<file path="src/include/temp_fmt_pkg.sv">
package temp_fmt_pkg;
    // ------------------------------------------------------------
    // Register offsets
    // ------------------------------------------------------------
    localparam logic [7:0] A_LOCAL = 8'h00;
    localparam logic [7:0] A_R1_HI = 8'h01;
    localparam logic [7:0] A_R1_LO = 8'h10;
    localparam logic [7:0] A_R2_HI = 8'h30;
    localparam logic [7:0] A_R2_LO = 8'h33;
    localparam logic [7:0] A_STATUS = 8'h02;
    localparam logic [7:0] A_CFG_RD = 8'h03;
    localparam logic [7:0] A_CFG_WR = 8'h09;
    localparam logic [7:0] A_RATE_RD = 8'h04;
    localparam logic [7:0] A_RATE_WR = 8'h0a;
    localparam logic [7:0] A_OTSTAT = 8'h23;
    localparam logic [7:0] A_LIM_BASE = 8'h40;
    localparam logic [7:0] A_LIM_LAST = 8'h48;
    // Limit slot within a channel: index = channel * 3 + slot
    localparam int LIM_HI = 0;
    localparam int LIM_LO = 1;
    localparam int LIM_OT = 2;
    // ------------------------------------------------------------
    // Configuration fields and reset values
    // ------------------------------------------------------------
    localparam int CFG_MASK_ALL = 7;
    localparam int CFG_STANDBY = 6;
    localparam int CFG_PIN_MODE = 5;
    localparam int CFG_R2_SEL = 3;
    localparam int CFG_EXT = 2;
    localparam int CFG_MASK_R1 = 1;
    localparam int CFG_MASK_R2 = 0;
    localparam logic [7:0] CFG_RST = 8'h00;
    localparam logic [7:0] CFG_WR_MASK = 8'hef;
    localparam logic [7:0] RATE_RST = 8'h07;
    localparam logic [7:0] RATE_NOAVG_MIN = 8'h08;
    localparam logic [7:0] LIM_HI_RST = 8'h55;
    localparam logic [7:0] LIM_LO_RST = 8'h00;
    localparam logic [7:0] LIM_OT_RST = 8'h55;
    localparam logic [8:0][7:0] LIM_RST =
        {3{LIM_OT_RST, LIM_LO_RST, LIM_HI_RST}};
    // Bus address of the device; value is arbitrary
    localparam logic [6:0] DEV_ADDR = 7'h2a;
    // ------------------------------------------------------------
    // Conversion and coding
    // ------------------------------------------------------------
    localparam logic [3:0] AVG_LAST = 4'hf;
    localparam logic signed [12:0] EXT_OFFSET_Q = 13'sh100;
    localparam logic signed [12:0] DEF_MAX_Q = 13'sh1ff;
    localparam logic signed [12:0] EXT_MAX_Q = 13'sh3ff;

    typedef enum logic [1:0] {C_IDLE, C_START, C_WAIT, C_STORE} conv_t;

    typedef struct packed {
        conv_t cst;
        logic [1:0] chan;
        logic [3:0] navg;
        logic avg;
        logic signed [15:0] acc;
        logic conv_start;
        logic [2:0][7:0] hi;
        logic [2:0][1:0] lo;
        logic [2:0] frozen;
        logic [7:0] cfg;
        logic [7:0] rate;
        logic [8:0][7:0] lim;
        logic [7:0] status;
        logic [2:0] otstat;
        logic alert_n;
        logic otemp_n;
    } fmt_regs_t;

    typedef enum logic [2:0] {
        S_IDLE, S_ADDR, S_ACK, S_WBYTE, S_RDATA, S_RACK, S_RLOAD
    } bus_t;

    typedef struct packed {
        logic [1:0] scl_sync;
        logic [1:0] sda_sync;
        logic scl_prev;
        logic sda_prev;
        bus_t st;
        logic [7:0] sh;
        logic [2:0] cnt;
        logic rw;
        logic first;
        logic ack_on;
        logic oe;
        logic [7:0] ptr;
        logic wr;
        logic rd;
        logic [7:0] wdata;
    } slave_regs_t;
endpackage : temp_fmt_pkg

</file>
<file path="src/include/reg_link_if.sv">
`timescale 1ns/1ns
interface reg_link_if;
    logic [7:0] addr;
    logic [7:0] wdata;
    logic wr;
    logic rd;
    logic [7:0] rdata;
    modport bus_end (output addr, output wdata, output wr, output rd,
                     input rdata);
    modport reg_end (input addr, input wdata, input wr, input rd,
                     output rdata);
endinterface : reg_link_if

</file>
<file path="src/mgmt_bus_slave.sv">
`timescale 1ns/1ns
module mgmt_bus_slave
    import temp_fmt_pkg::*;
(
    input logic mclk,
    input logic resetn,
    input logic scl,
    input logic sda_in,
    output logic sda_out,
    output logic sda_oe,
    reg_link_if.bus_end link
);
    slave_regs_t q, d;
    logic scl_s, sda_s, rise, fall, start, stop;

    assign scl_s = q.scl_sync[1];
    assign sda_s = q.sda_sync[1];
    assign rise = scl_s & ~q.scl_prev;
    assign fall = ~scl_s & q.scl_prev;
    assign start = scl_s & q.scl_prev & q.sda_prev & ~sda_s;
    assign stop = scl_s & q.scl_prev & ~q.sda_prev & sda_s;

    always_comb begin
        d = q;
        d.wr = 1'b0;
        d.rd = 1'b0;
        d.scl_sync = {q.scl_sync[0], scl};
        d.sda_sync = {q.sda_sync[0], sda_in};
        d.scl_prev = scl_s;
        d.sda_prev = sda_s;
        if (start) begin
            d.st = S_ADDR;
            d.cnt = 3'h0;
            d.oe = 1'b0;
            d.ack_on = 1'b0;
        end else if (stop) begin
            d.st = S_IDLE;
            d.oe = 1'b0;
        end else begin
            case (q.st)
                S_ADDR: if (rise) begin
                    d.sh = {q.sh[6:0], sda_s};
                    d.cnt = q.cnt + 3'h1;
                    if (q.cnt == 3'h7) begin
                        d.rw = sda_s;
                        d.first = ~sda_s;
                        d.st = (q.sh[6:0] == DEV_ADDR) ? S_ACK : S_IDLE;
                    end
                end
                S_ACK: if (fall) begin
                    d.ack_on = ~q.ack_on;
                    d.oe = ~q.ack_on;
                    d.cnt = 3'h0;
                    if (q.ack_on && q.rw) begin
                        // Read data is fetched when the byte starts out
                        d.sh = link.rdata;
                        d.oe = ~link.rdata[7];
                        d.rd = 1'b1;
                        d.st = S_RDATA;
                    end else if (q.ack_on) begin
                        d.st = S_WBYTE;
                    end
                end
                S_WBYTE: if (rise) begin
                    d.sh = {q.sh[6:0], sda_s};
                    d.cnt = q.cnt + 3'h1;
                    if (q.cnt == 3'h7) begin
                        d.st = S_ACK;
                        d.first = 1'b0;
                        if (q.first) begin
                            d.ptr = {q.sh[6:0], sda_s};
                        end else begin
                            d.wr = 1'b1;
                            d.wdata = {q.sh[6:0], sda_s};
                        end
                    end
                end
                S_RDATA: if (rise) begin
                    d.cnt = q.cnt + 3'h1;
                    if (q.cnt == 3'h7) begin
                        d.st = S_RACK;
                    end
                end else if (fall) begin
                    d.sh = {q.sh[6:0], 1'b0};
                    d.oe = ~q.sh[6];
                end
                S_RACK: if (fall) begin
                    d.oe = 1'b0;
                end else if (rise) begin
                    d.st = sda_s ? S_IDLE : S_RLOAD;
                end
                S_RLOAD: if (fall) begin
                    d.sh = link.rdata;
                    d.oe = ~link.rdata[7];
                    d.rd = 1'b1;
                    d.cnt = 3'h0;
                    d.st = S_RDATA;
                end
                default: d.st = S_IDLE;
            endcase
        end
    end

    always_ff @(posedge mclk) begin
        if (!resetn) begin
            q <= '0;
            q.scl_sync <= 2'h3;
            q.sda_sync <= 2'h3;
            q.scl_prev <= 1'b1;
            q.sda_prev <= 1'b1;
        end else begin
            q <= d;
        end
    end

    assign sda_out = 1'b0;
    assign sda_oe = q.oe;
    assign link.addr = q.ptr;
    assign link.wdata = q.wdata;
    assign link.wr = q.wr;
    assign link.rd = q.rd;
endmodule : mgmt_bus_slave

</file>
<file path="src/temperature_result_formatter.sv">
`timescale 1ns/1ns
// Notes on behaviour
// Converter cycles local, remote one, remote two.
// Limit violations set sticky status flags.
// Alert low on high, low, open diode.
// Overtemp output low above overtemp limit.
// Config bit turns alert into second overtemp.
// Average sixteen samples except at fast rates.
// Local eight bits; remote ten bits, split.
// Config bit three maps remote two reads.
// Remote low byte bits seven, six: quarters.
// Low byte read freezes high byte.
// Host reads low byte before high byte.
// Config bit two selects extended range.
// New range valid from next measurement; the code also recodes the result in progress when the range changes.
// Extended range adds sixty-four offset coding.
// Extended values span minus 64 to 191.
// Default range saturates at 0 and 127.
// Range change recodes results, not limits.
// Host rewrites limits after range change.
// All registers readable, limits and config writable.
// Remote low byte bits five to zero zero.
module temperature_result_formatter
    import temp_fmt_pkg::*;
(
    input logic mclk,
    input logic resetn,
    input logic sclk,
    input logic sda_in,
    output logic sda_out,
    output logic sda_oe,
    output logic [1:0] mux_sel,
    output logic conv_start,
    input logic meas_valid,
    input logic signed [11:0] meas_temp,
    input logic [1:0] diode_open,
    output logic alert_out_n,
    output logic alert_oe,
    output logic overtemp_out_n,
    output logic overtemp_oe
);
    fmt_regs_t q, d;
    reg_link_if link ();
    logic [2:0] hi_lvl;
    logic [2:0] lo_lvl;
    logic [2:0] ot_lvl;
    logic [1:0] rsel;
    logic signed [11:0] mean;
    logic [9:0] code;
    logic [7:0] set_st;
    logic [7:0] amask;
    logic in_lim;
    logic [3:0] lim_idx;
    logic lo_grab;
    logic store_ok;

    // ------------------------------------------------------------
    // Bus slave
    // ------------------------------------------------------------
    mgmt_bus_slave u_bus (
        .mclk(mclk),
        .resetn(resetn),
        .scl(sclk),
        .sda_in(sda_in),
        .sda_out(sda_out),
        .sda_oe(sda_oe),
        .link(link)
    );

    // ------------------------------------------------------------
    // Coding of a raw quarter-degree result
    // ------------------------------------------------------------
    function automatic logic [9:0] fmt(input logic signed [11:0] t,
                                       input logic ext);
        logic signed [12:0] v;
        logic signed [12:0] top;
        v = {t[11], t};
        top = DEF_MAX_Q;
        if (ext) begin
            v = v + EXT_OFFSET_Q;
            top = EXT_MAX_Q;
        end
        if (v < 13'sh0000) begin
            fmt = 10'h000;
        end else if (v > top) begin
            fmt = top[9:0];
        end else begin
            fmt = v[9:0];
        end
    endfunction : fmt

    // ------------------------------------------------------------
    // Limit comparison
    // ------------------------------------------------------------
    // Limits are compared in whatever coding they were written in;
    // nothing here translates them when the range changes.
    for (genvar c = 0; c < 3; c++) begin : g_cmp
        assign hi_lvl[c] = q.hi[c] > q.lim[c * 3 + LIM_HI];
        assign lo_lvl[c] = q.hi[c] < q.lim[c * 3 + LIM_LO];
        assign ot_lvl[c] = q.hi[c] > q.lim[c * 3 + LIM_OT];
    end

    assign rsel = q.cfg[CFG_R2_SEL] ? 2'h2 : 2'h1;
    assign mean = q.avg ? q.acc[15:4] : q.acc[11:0];
    assign code = fmt(mean, q.cfg[CFG_EXT]);
    assign set_st = {diode_open[1], diode_open[0],
                     lo_lvl[2], hi_lvl[2], lo_lvl[1], hi_lvl[1],
                     lo_lvl[0], hi_lvl[0]};
    assign amask = {~q.cfg[CFG_MASK_R2], ~q.cfg[CFG_MASK_R1],
                    {2{~q.cfg[CFG_MASK_R2]}}, {2{~q.cfg[CFG_MASK_R1]}},
                    2'h3};
    assign in_lim = link.addr >= A_LIM_BASE && link.addr <= A_LIM_LAST;
    assign lim_idx = 4'(link.addr - A_LIM_BASE);
    // A low read landing in the store cycle must hold that store too
    assign lo_grab = link.rd && ((link.addr == A_R1_LO && rsel == q.chan)
                     || (link.addr == A_R2_LO && q.chan == 2'h2));
    assign store_ok = q.cst == C_STORE && !q.frozen[q.chan] && !lo_grab;

    // ------------------------------------------------------------
    // Read decode
    // ------------------------------------------------------------
    always_comb begin
        if (link.addr == A_LOCAL) begin
            link.rdata = q.hi[0];
        end else if (link.addr == A_R1_HI) begin
            link.rdata = q.hi[rsel];
        end else if (link.addr == A_R1_LO) begin
            link.rdata = {q.lo[rsel], 6'h00};  // see R9
        end else if (link.addr == A_R2_HI) begin
            link.rdata = q.hi[2];
        end else if (link.addr == A_R2_LO) begin
            link.rdata = {q.lo[2], 6'h00};  // see R9
        end else if (link.addr == A_STATUS) begin
            link.rdata = q.status;
        end else if (link.addr == A_CFG_RD) begin
            link.rdata = q.cfg;
        end else if (link.addr == A_RATE_RD) begin
            link.rdata = q.rate;
        end else if (link.addr == A_OTSTAT) begin
            link.rdata = {5'h00, q.otstat};
        end else if (in_lim) begin
            link.rdata = q.lim[lim_idx];
        end else begin
            link.rdata = 8'h00;
        end
    end

    // ------------------------------------------------------------
    // Next state
    // ------------------------------------------------------------
    always_comb begin
        d = q;
        d.conv_start = 1'b0;
        case (q.cst)
            C_IDLE: begin
                if (!q.cfg[CFG_STANDBY]) begin
                    d.cst = C_START;
                end
            end
            C_START: begin
                d.conv_start = 1'b1;
                d.cst = C_WAIT;
                if (q.navg == 4'h0) begin
                    // Fixed per result so a rate write cannot split it
                    d.avg = q.rate < RATE_NOAVG_MIN;
                end
            end
            C_WAIT: begin
                if (meas_valid) begin
                    d.acc = q.acc + {{4{meas_temp[11]}}, meas_temp};
                    if (q.avg && q.navg != AVG_LAST) begin
                        d.navg = q.navg + 4'h1;
                        d.cst = C_START;
                    end else begin
                        d.cst = C_STORE;
                    end
                end
            end
            C_STORE: begin
                // Coding is taken from the range in force right now, so
                // the first result after a change is already recoded.
                if (!q.frozen[q.chan] && !lo_grab) begin
                    d.hi[q.chan] = code[9:2];  // see R7, see R13
                    d.lo[q.chan] = code[1:0];
                end
                d.chan = (q.chan == 2'h2) ? 2'h0 : q.chan + 2'h1;
                d.acc = 16'sh0000;
                d.navg = 4'h0;
                d.cst = C_IDLE;
            end
            default: d.cst = C_IDLE;
        endcase

        // Flags: a new violation wins over a clearing read
        d.status = q.status | set_st;
        d.otstat = q.otstat | ot_lvl;
        if (link.rd && link.addr == A_STATUS) begin
            d.status = set_st;
        end
        if (link.rd && link.addr == A_OTSTAT) begin
            d.otstat = ot_lvl;
        end

        // Low byte read holds its high byte until that is read
        if (link.rd && link.addr == A_R1_LO) begin
            d.frozen[rsel] = 1'b1;
        end else if (link.rd && link.addr == A_R1_HI) begin
            d.frozen[rsel] = 1'b0;
        end else if (link.rd && link.addr == A_R2_LO) begin
            d.frozen[2] = 1'b1;
        end else if (link.rd && link.addr == A_R2_HI) begin
            d.frozen[2] = 1'b0;
        end

        if (link.wr && link.addr == A_CFG_WR) begin
            d.cfg = link.wdata & CFG_WR_MASK;
        end else if (link.wr && link.addr == A_RATE_WR) begin
            d.rate = link.wdata;
        end else if (link.wr && in_lim) begin
            d.lim[lim_idx] = link.wdata;
        end

        if (q.cfg[CFG_PIN_MODE]) begin
            d.alert_n = ~|hi_lvl;
        end else begin
            d.alert_n = ~(~q.cfg[CFG_MASK_ALL] &
                          |(q.status & amask));
        end
        d.otemp_n = ~|ot_lvl;
    end

    always_ff @(posedge mclk) begin
        if (!resetn) begin
            q <= '0;
            q.cfg <= CFG_RST;
            q.rate <= RATE_RST;
            q.lim <= LIM_RST;
            q.alert_n <= 1'b1;
            q.otemp_n <= 1'b1;
        end else begin
            q <= d;
        end
    end

    // ------------------------------------------------------------
    // Outputs
    // ------------------------------------------------------------
    assign mux_sel = q.chan;
    assign conv_start = q.conv_start;
    assign alert_out_n = q.alert_n;
    assign alert_oe = ~q.alert_n;
    assign overtemp_out_n = q.otemp_n;
    assign overtemp_oe = ~q.otemp_n;
endmodule : temperature_result_formatter

</file>
<file path="config.mk">
export PLATFORM = sky130hd
export DESIGN_NAME = temperature_result_formatter
export DESIGN_NICKNAME = d
export VERILOG_FILES = /design/src/include/temp_fmt_pkg.sv /design/src/include/reg_link_if.sv /design/src/mgmt_bus_slave.sv /design/src/temperature_result_formatter.sv
export SDC_FILE = /design/constraint.sdc
export NUM_CORES = 1
export LEC_CHECK = 0
export BUFFER_PORTS_ARGS = -buffer_cell sky130_fd_sc_hd__buf_4
export CORE_ASPECT_RATIO = 0.7
export CORE_MARGIN = 2
export CORE_UTILIZATION = 55
export DETAILED_ROUTE_END_ITERATION = 10
export GPL_ROUTABILITY_DRIVEN = 0
export MAX_ROUTING_LAYER = met4
export PLACE_DENSITY = 0.72
export SYNTH_ARGS = -nofsm -noshare
export SYNTH_HDL_FRONTEND = slang
export SYNTH_SLANG_ARGS = --single-unit
</file>
<file path="constraint.sdc">
create_clock -name mclk -period 3.5 [get_ports mclk]
set_input_delay 0.7 -clock mclk [delete_from_list [all_inputs] [get_ports mclk]]
set_output_delay 0.7 -clock mclk [all_outputs]
set_load 0.05 [all_outputs]
</file>
==> impl_metrics.py, run 1 <==
metrics = {
    "run_status": {
        "status": "finished clean",
    },
    "worst_setup_path": {
        "r2r_end": "u_bus.q[25]",
        "rr_worst_depth": 6,
        "reg2reg_slack_ps": 530,
        "cp.required_ps": 3890,
        "crit_type": "reg -> reg",
        "cp_data_arrival_time_ps": 3350,
        "crit_path_end_kind": "flip-flop",
        "cp_max_fo": 16,
        "r2r_start": "u_bus.link.addr[5]",
        "cp-start-kind": "flip-flop",
    },
    "timing": {
        "slew_headroom": 0.284,
        "post-route-min-period_ps": 2970,
        "finClkSkew_ps": 10.8,
        "drv_slew": 0,
        "fin_setup_tns_ps": 0,
        "rsz0062_at_grt": "false",
        "setup_ws_ps": 533,
        "worstMarginPinSlew_ps": 1070,
        "fmax_mhz": 337,
        "hold_viol": 0,
        "finalCritPeriodShare": 0.848,
        "setup_viol": 0,
    },
    "global_routing": {
        "grt_pass1_wl_um": 52800,
        "grt_usage": 0.319,
        "grt_max_degree": 82,
        "grt_overflow": 0,
        "grt_pass1_vias": 9292,
        "antenna_found_initial": 1,
    },
    "synthesis": {
        "ys.flop_type": "dfxtp_1",
        "postSynthCellCount": 1381,
        "yosysUniqueCellTypes": 75,
        "ys_warn_count": 0,
        "syn_avg_cell_area_um2": 8.25,
        "synth-seq-area-share": 0.346,
        "synth_top_area_frac": 0.346,
        "synth_seq_cells": 197,
        "synth_edf_count": 0,
        "syn_area_um2": 11400,
        "yosys.cell_count.top_type": "dfxtp_1",
        "synth.net_count": 1490,
        "yosys-top-cells-count": "197 x dfxtp_1, 163 x nand2_1, 146 x nor2_1",
        "yosys.area.top_type": "dfxtp_1",
        "netlist_top_cells_area": "dfxtp_1 35%, ha_1 9.8%, mux2i_1 5.8%",
        "async_flop_share": 0,
    },
    "finish": {
        "fillCellCount": 1801,
        "final-seq-area_um2": 3950,
        "fin_area_um2": 12400,
        "finalNetCount": 1477,
        "drive_gt1_frac": 0.0934,
        "multi_input_area_um2": 6790,
        "syn_to_final_growth_pct": 8.77,
    },
    "clock_tree": {
        "tritoncts": "done",
        "clkLatencyLatePin_ps": 460,
        "clk_pin_slew_ps": 70,
        "cts_root_buf": "clkbuf_16",
        "postCtsSetupBuffers": 0,
        "cts.sinks": 197,
        "cts_resized": 0,
        "hold_buffers": 0,
        "h-tree-depth": 4,
        "clock_path_buffers": 2,
        "numCtsBuffers": 17,
    },
    "detailed_routing": {
        "routed_wl_um": 33600,
        "drtAntennaViolNets": 0,
        "vias": 10200,
        "drt_iter0_drc": 1278,
        "drt_pre_antenna_iters": 5,
        "drc": 0,
        "viasPerCell": 6.13,
        "drt-wirelength-per-cell_um": 20.2,
    },
    "die": {
        "initial_utilization": 0.555,
        "die_area_um2": 21900,
        "die_x_um": 176,
        "num_rows": 44,
        "pin_count": 28,
        "dieHeight_um": 124,
        "core_um2": 20500,
    },
    "hold_path": {
        "hold_start": "u_bus.d[41]",
        "worstHoldEndpoint": "u_bus.d[37]",
        "holdPathStages": 1,
        "hold_path.class": "reg -> reg",
    },
    "pwr": {
        "power_leakage_nw": 5.09,
        "ir_drop_mv": 0.358,
        "p_per_area_nw_per_um2": 373,
    },
    "place": {
        "pre_cts_slack_ps": 372,
        "place_area_um2": 11800,
        "io_buffers": 26,
        "hpwl_um": 24100,
    },
    "flow_run": {
        "cap_violations": 0,
    },
}
==> critical path, stage by stage (launching register included) <==
cell and delay, ps:
dfxtp_1 490, or4_4 640, or3_1 560, nor3_4 450, a221oi_1 200, a221o_1 390
a31oi_2 160
==> how the worst max path moves through the flow <==
stage                       start  slack, ps           end
5_1_grt        u_bus.link.addr[0]        440  u_bus.sda_oe
4_1_cts        u_bus.link.addr[5]        630   u_bus.q[25]
6_report       u_bus.link.addr[5]        530   u_bus.q[25]
3_3_place_gp         meas_temp[0]        400        q[149]
2_1_floorplan        meas_temp[0]        820        q[149]
3_5_place_dp         meas_temp[2]        370        q[150]
==> layer usage <==
metal  wire length (µm)  track usage  vias to the layer above  share of wire
li1                   -            -                     4840              -
met1              15400        0.468                     4806           0.46
met2              13200        0.417                      453           0.39
met3               4190       0.0952                       69           0.12
met4                799       0.0948                        0          0.024
met5                  0            -                        -              0
==> cells by family after synthesis <==
family	after synthesis	share of synthesized area
buffers and inverters	169	0.0586
other	1	0.000329
AOI/OAI and AO/OA	318	0.179
muxes	98	0.105
and+or+nand+nor	490	0.198
adders and majority gates	90	0.0995
DFF	197	0.346
xor gates and xnor gates	18	0.0138
==> metrics by stage <==
stage	utilization	std cells	total power, mW	hold WS (ps)
6_report	0.604	1658	4.62	408
2_1_floorplan	-	1381	2.55	386
5_1_grt	0.604	1658	4.76	427
3_3_place_gp	0.575	1625	2.64	391
3_5_place_dp	0.575	1625	2.64	392
4_1_cts	0.604	1657	4.65	410
==> registers in the layout, indices dropped and copies added, names as in the netlist, named ones only <==
signal            cells
u_bus.q              18
alert_out_n           1
u_bus.link.wdata      8
conv_start            1
mux_sel               2
u_bus.d               4
u_bus.link.rd         1
u_bus.link.addr       8
u_bus.sda_oe          1
u_bus.link.wr         1
overtemp_out_n        1
q                   150
==> layout make-up <==
cell class | count | area share
Clock inverter | 14 | 0.0135
Multi-Input combinational cell | 1015 | 0.547
Timing Repair Buffer | 48 | 0.0311
Clock buffer | 18 | 0.0346
Antenna cell | 1 | 0.000202
Sequential cell | 197 | 0.318
Inverter | 89 | 0.0271
Tap cell | 276 | 0.0279
==> report_power, final <==
part | internal, mW | leakage (nW) | switching (mW)
Clock | 1.08 | 0.297 | 0.947
Sequential | 2.26 | 1.59 | 0.0359
Combinational | 0.114 | 3.21 | 0.186
Total | 3.45 | 5.09 | 1.17
==> cell usage in the layout, fill, tap and decap left out, types with 15 or more instances in the layout <==
cell type	n
nor2b_1	17
nor3_1	18
mux2_2	16
o21a_1	31
o21ai_0	56
a21oi_1	103
ha_1	89
mux2i_1	66
buf_4	46
mux4_2	16
nand3_1	70
nand2_1	163
clkbuf_16	17
a21o_1	23
nand2b_1	17
nor2_1	146
dfxtp_1	196
inv_1	88
o211ai_1	15
(Power assumes the default switching activity.)
==> run 2, diff against run 1 <==
--- a/config.mk
+++ b/config.mk
@@ -5,6 +5,7 @@
 export SDC_FILE = /design/constraint.sdc
 export NUM_CORES = 1
 export LEC_CHECK = 0
+export ABC_AREA = 1
 export BUFFER_PORTS_ARGS = -buffer_cell sky130_fd_sc_hd__buf_4
 export CORE_ASPECT_RATIO = 0.7
 export CORE_MARGIN = 2
@@ -12,7 +13,7 @@
 export DETAILED_ROUTE_END_ITERATION = 10
 export GPL_ROUTABILITY_DRIVEN = 0
 export MAX_ROUTING_LAYER = met4
-export PLACE_DENSITY = 0.72
+export PLACE_DENSITY = 0.74
 export SYNTH_ARGS = -nofsm -noshare
 export SYNTH_HDL_FRONTEND = slang
 export SYNTH_SLANG_ARGS = --single-unit
==> constraint.sdc (replaced) <==
create_clock -name mclk -period 2.4 [get_ports mclk]
set_input_delay 0.48 -clock mclk [delete_from_list [all_inputs] [get_ports mclk]]
set_output_delay 0.48 -clock mclk [all_outputs]
set_load 0.05 [all_outputs]
==> impl_metrics.py, run 2 <==
metrics = {
    "die": {
        "initial_utilization": 0.565,
        "core_um2": 20000,
        "die_x_um": 175,
        "dieHeight_um": 124,
        "die_area_um2": 21700,
        "num_rows": 43,
        "pin_count": 28,
    },
    "clock_tree": {
        "clkLatencyLatePin_ps": 450,
        "clock_path_buffers": 2,
        "tritoncts": "done",
        "numCtsBuffers": 17,
        "clk_pin_slew_ps": 70,
        "hold_buffers": 0,
        "cts_root_buf": "clkbuf_16",
        "cts.sinks": 197,
        "h-tree-depth": 4,
    },
    "place": {
        "place_area_um2": 12100,
        "hpwl_um": 27600,
        "io_buffers": 26,
    },
    "timing": {
        "slew_headroom": 0.524,
        "drv_slew": 0,
        "setup_viol": 0,
        "hold_viol": 0,
        "post-route-min-period_ps": 2340,
        "fmax_mhz": 427,
        "timing.hold.ws_ps": 219,
        "finalCritPeriodShare": 0.976,
        "worstMarginPinSlew_ps": 713,
        "finClkSkew_ps": 8.46,
    },
    "finish": {
        "largest_register_ff_count": 150,
        "syn_to_final_growth_pct": 13.3,
        "top_regs": "q (150), u_bus.q (18)",
        "finalNetCount": 1765,
        "layout_commonest_cell": "nand2_1",
        "final_cell_mix": "299 x nand2_1, 233 x a21oi_1, 203 x inv_1, 196 x dfxtp_1, 164 x o21ai_0",
        "regMostFlops": "q",
        "fillCellCount": 1819,
        "drive_gt1_frac": 0.107,
        "fin_area_um2": 12800,
    },
    "pwr": {
        "power_leakage_nw": 5.66,
        "ir_drop_mv": 0.481,
        "p_per_area_nw_per_um2": 656,
    },
    "synthesis": {
        "postSynthCellCount": 1593,
        "async_flop_share": 0,
        "yosys.area.top_type": "dfxtp_1",
        "synth_top_area_frac": 0.350,
        "yosys-top-cells-count": "299 x nand2_1, 234 x a21oi_1, 204 x inv_1",
        "netlist_top_cells_area": "dfxtp_1 35%, a21oi_1 10%, nand2_1 10%",
        "yosysUniqueCellTypes": 49,
        "syn_area_um2": 11300,
        "synth.net_count": 1702,
        "ys.flop_type": "dfxtp_1",
        "synth_edf_count": 0,
        "ys_warn_count": 0,
        "synth-seq-area-share": 0.350,
        "synth_seq_cells": 197,
        "yosys.cell_count.top_type": "nand2_1",
        "syn_avg_cell_area_um2": 7.07,
    },
    "global_routing": {
        "grt_overflow": 0,
        "grt_pass1_vias": 9885,
        "grt_usage": 0.350,
        "antenna_found_initial": 1,
        "grt_max_degree": 56,
        "grt_pass1_wl_um": 55800,
    },
    "run_status": {
        "status": "finished clean",
    },
    "detailed_routing": {
        "vias": 11600,
        "routed_wl_um": 36900,
        "drt_pre_antenna_iters": 6,
        "drtAntennaViolNets": 0,
        "drc": 0,
        "drt_iter0_drc": 1393,
        "viasPerCell": 5.96,
        "drt-wirelength-per-cell_um": 19.0,
    },
    "worst_setup_path": {
        "crit_type": "reg -> reg",
        "r2r_end": "u_bus.sda_oe",
        "setup.worst_path.start": "u_bus.link.addr[2]",
        "crit_path_end_kind": "flip-flop",
        "cp-start-kind": "flip-flop",
        "rr_worst_depth": 16,
        "reg2reg_slack_ps": 60,
        "r2r_start": "u_bus.link.addr[2]",
        "cp.required_ps": 2790,
        "cp_data_arrival_time_ps": 2730,
        "cp_max_fo": 5,
    },
    "hold_path": {
        "holdPathStages": 2,
        "hold_path.class": "in -> reg",
        "worstHoldEndpoint": "u_bus.d[41]",
        "hold_start": "sclk",
    },
    "flow_run": {
        "cap_violations": 0,
    },
}
-- run 2: metal layers --
metal | wire length, µm | track usage
met4 | 845 | 0.0880
met1 | 16600 | 0.511
met5 | 0 | -
met2 | 14200 | 0.468
met3 | 5220 | 0.102
-- run 2: what timing repair did --
item | 4_1_cts | 5_1_grt
endpoints found under the hold margin | 0 | 0
pin swaps | 0 | 1
setup endpoints to repair | 1 | 38
setup buffers | 0 | 1
resized for setup | 1 | 7
-- run 2: critical path, stage by stage, from the launching register on --
cell and delay, ps:
dfxtp_1 360, inv_2 100, nand2_2 50, buf_4 160, nor2_2 320, nand2_1 210
nand2_1 130, a21oi_1 40, nand2_1 110, nand2_1 100, nand2_1 90, nand4_1 80
nand2_1 130, nand3_1 100, nand2_1 80, nand3_1 100, a21oi_2 120
-- run 2: cell families (layout without fill, tap and decap cells) --
logic type / after synthesis / after routing / share of synthesized area
AOI/OAI and AO/OA: 502 / 502 / 0.244
xor gates and xnor gates: 4 / 4 / 0.00311
adders and majority gates: 90 / 90 / 0.101
buffers and inverters: 267 / 343 / 0.0936
DFF: 197 / 197 / 0.350
muxes: 2 / 2 / 0.00178
other: 1 / 2 / 0.000333
and+or+nand+nor: 530 / 530 / 0.207
-- run 2: worst max path at each step --
stage,end
3_3_place_gp,q[148]
3_5_place_dp,q[148]
2_1_floorplan,q[148]
4_1_cts,q[131]
5_1_grt,u_bus.q[29]
6_report,u_bus.sda_oe
-- run 2: area by class of cell --
type / count / area (µm²) / share of cell area
Antenna cell: 1 / 2.50 / 0.000196
Clock buffer: 20 / 447 / 0.0350
Clock inverter: 12 / 200 / 0.0157
Inverter: 216 / 811 / 0.0635
Multi-Input combinational cell: 1129 / 6290 / 0.492
Sequential cell: 197 / 3950 / 0.309
Tap cell: 270 / 338 / 0.0265
Timing Repair Buffer: 95 / 738 / 0.0578
-- run 2: stage by stage --
stage           util  power, mW  cells  setup WS (ps)  TNS [ps]
2_1_floorplan      -       4.71   1593            243         0
3_3_place_gp   0.606       5.11   1906          -39.3     -39.3
3_5_place_dp   0.606       5.15   1906          -35.5     -35.5
4_1_cts        0.638       8.30   1938           72.5         0
5_1_grt        0.640       8.70   1940          -31.4     -57.8
6_report       0.640       8.37   1940           56.7         0
-- run 2: where the power goes --
group | switching (mW) | internal, mW | leakage, nW
clock network | 1.33 | 1.88 | 0.307
registers | 0.171 | 3.41 | 1.59
logic | 1.03 | 0.547 | 3.76
total | 2.54 | 5.83 | 5.66
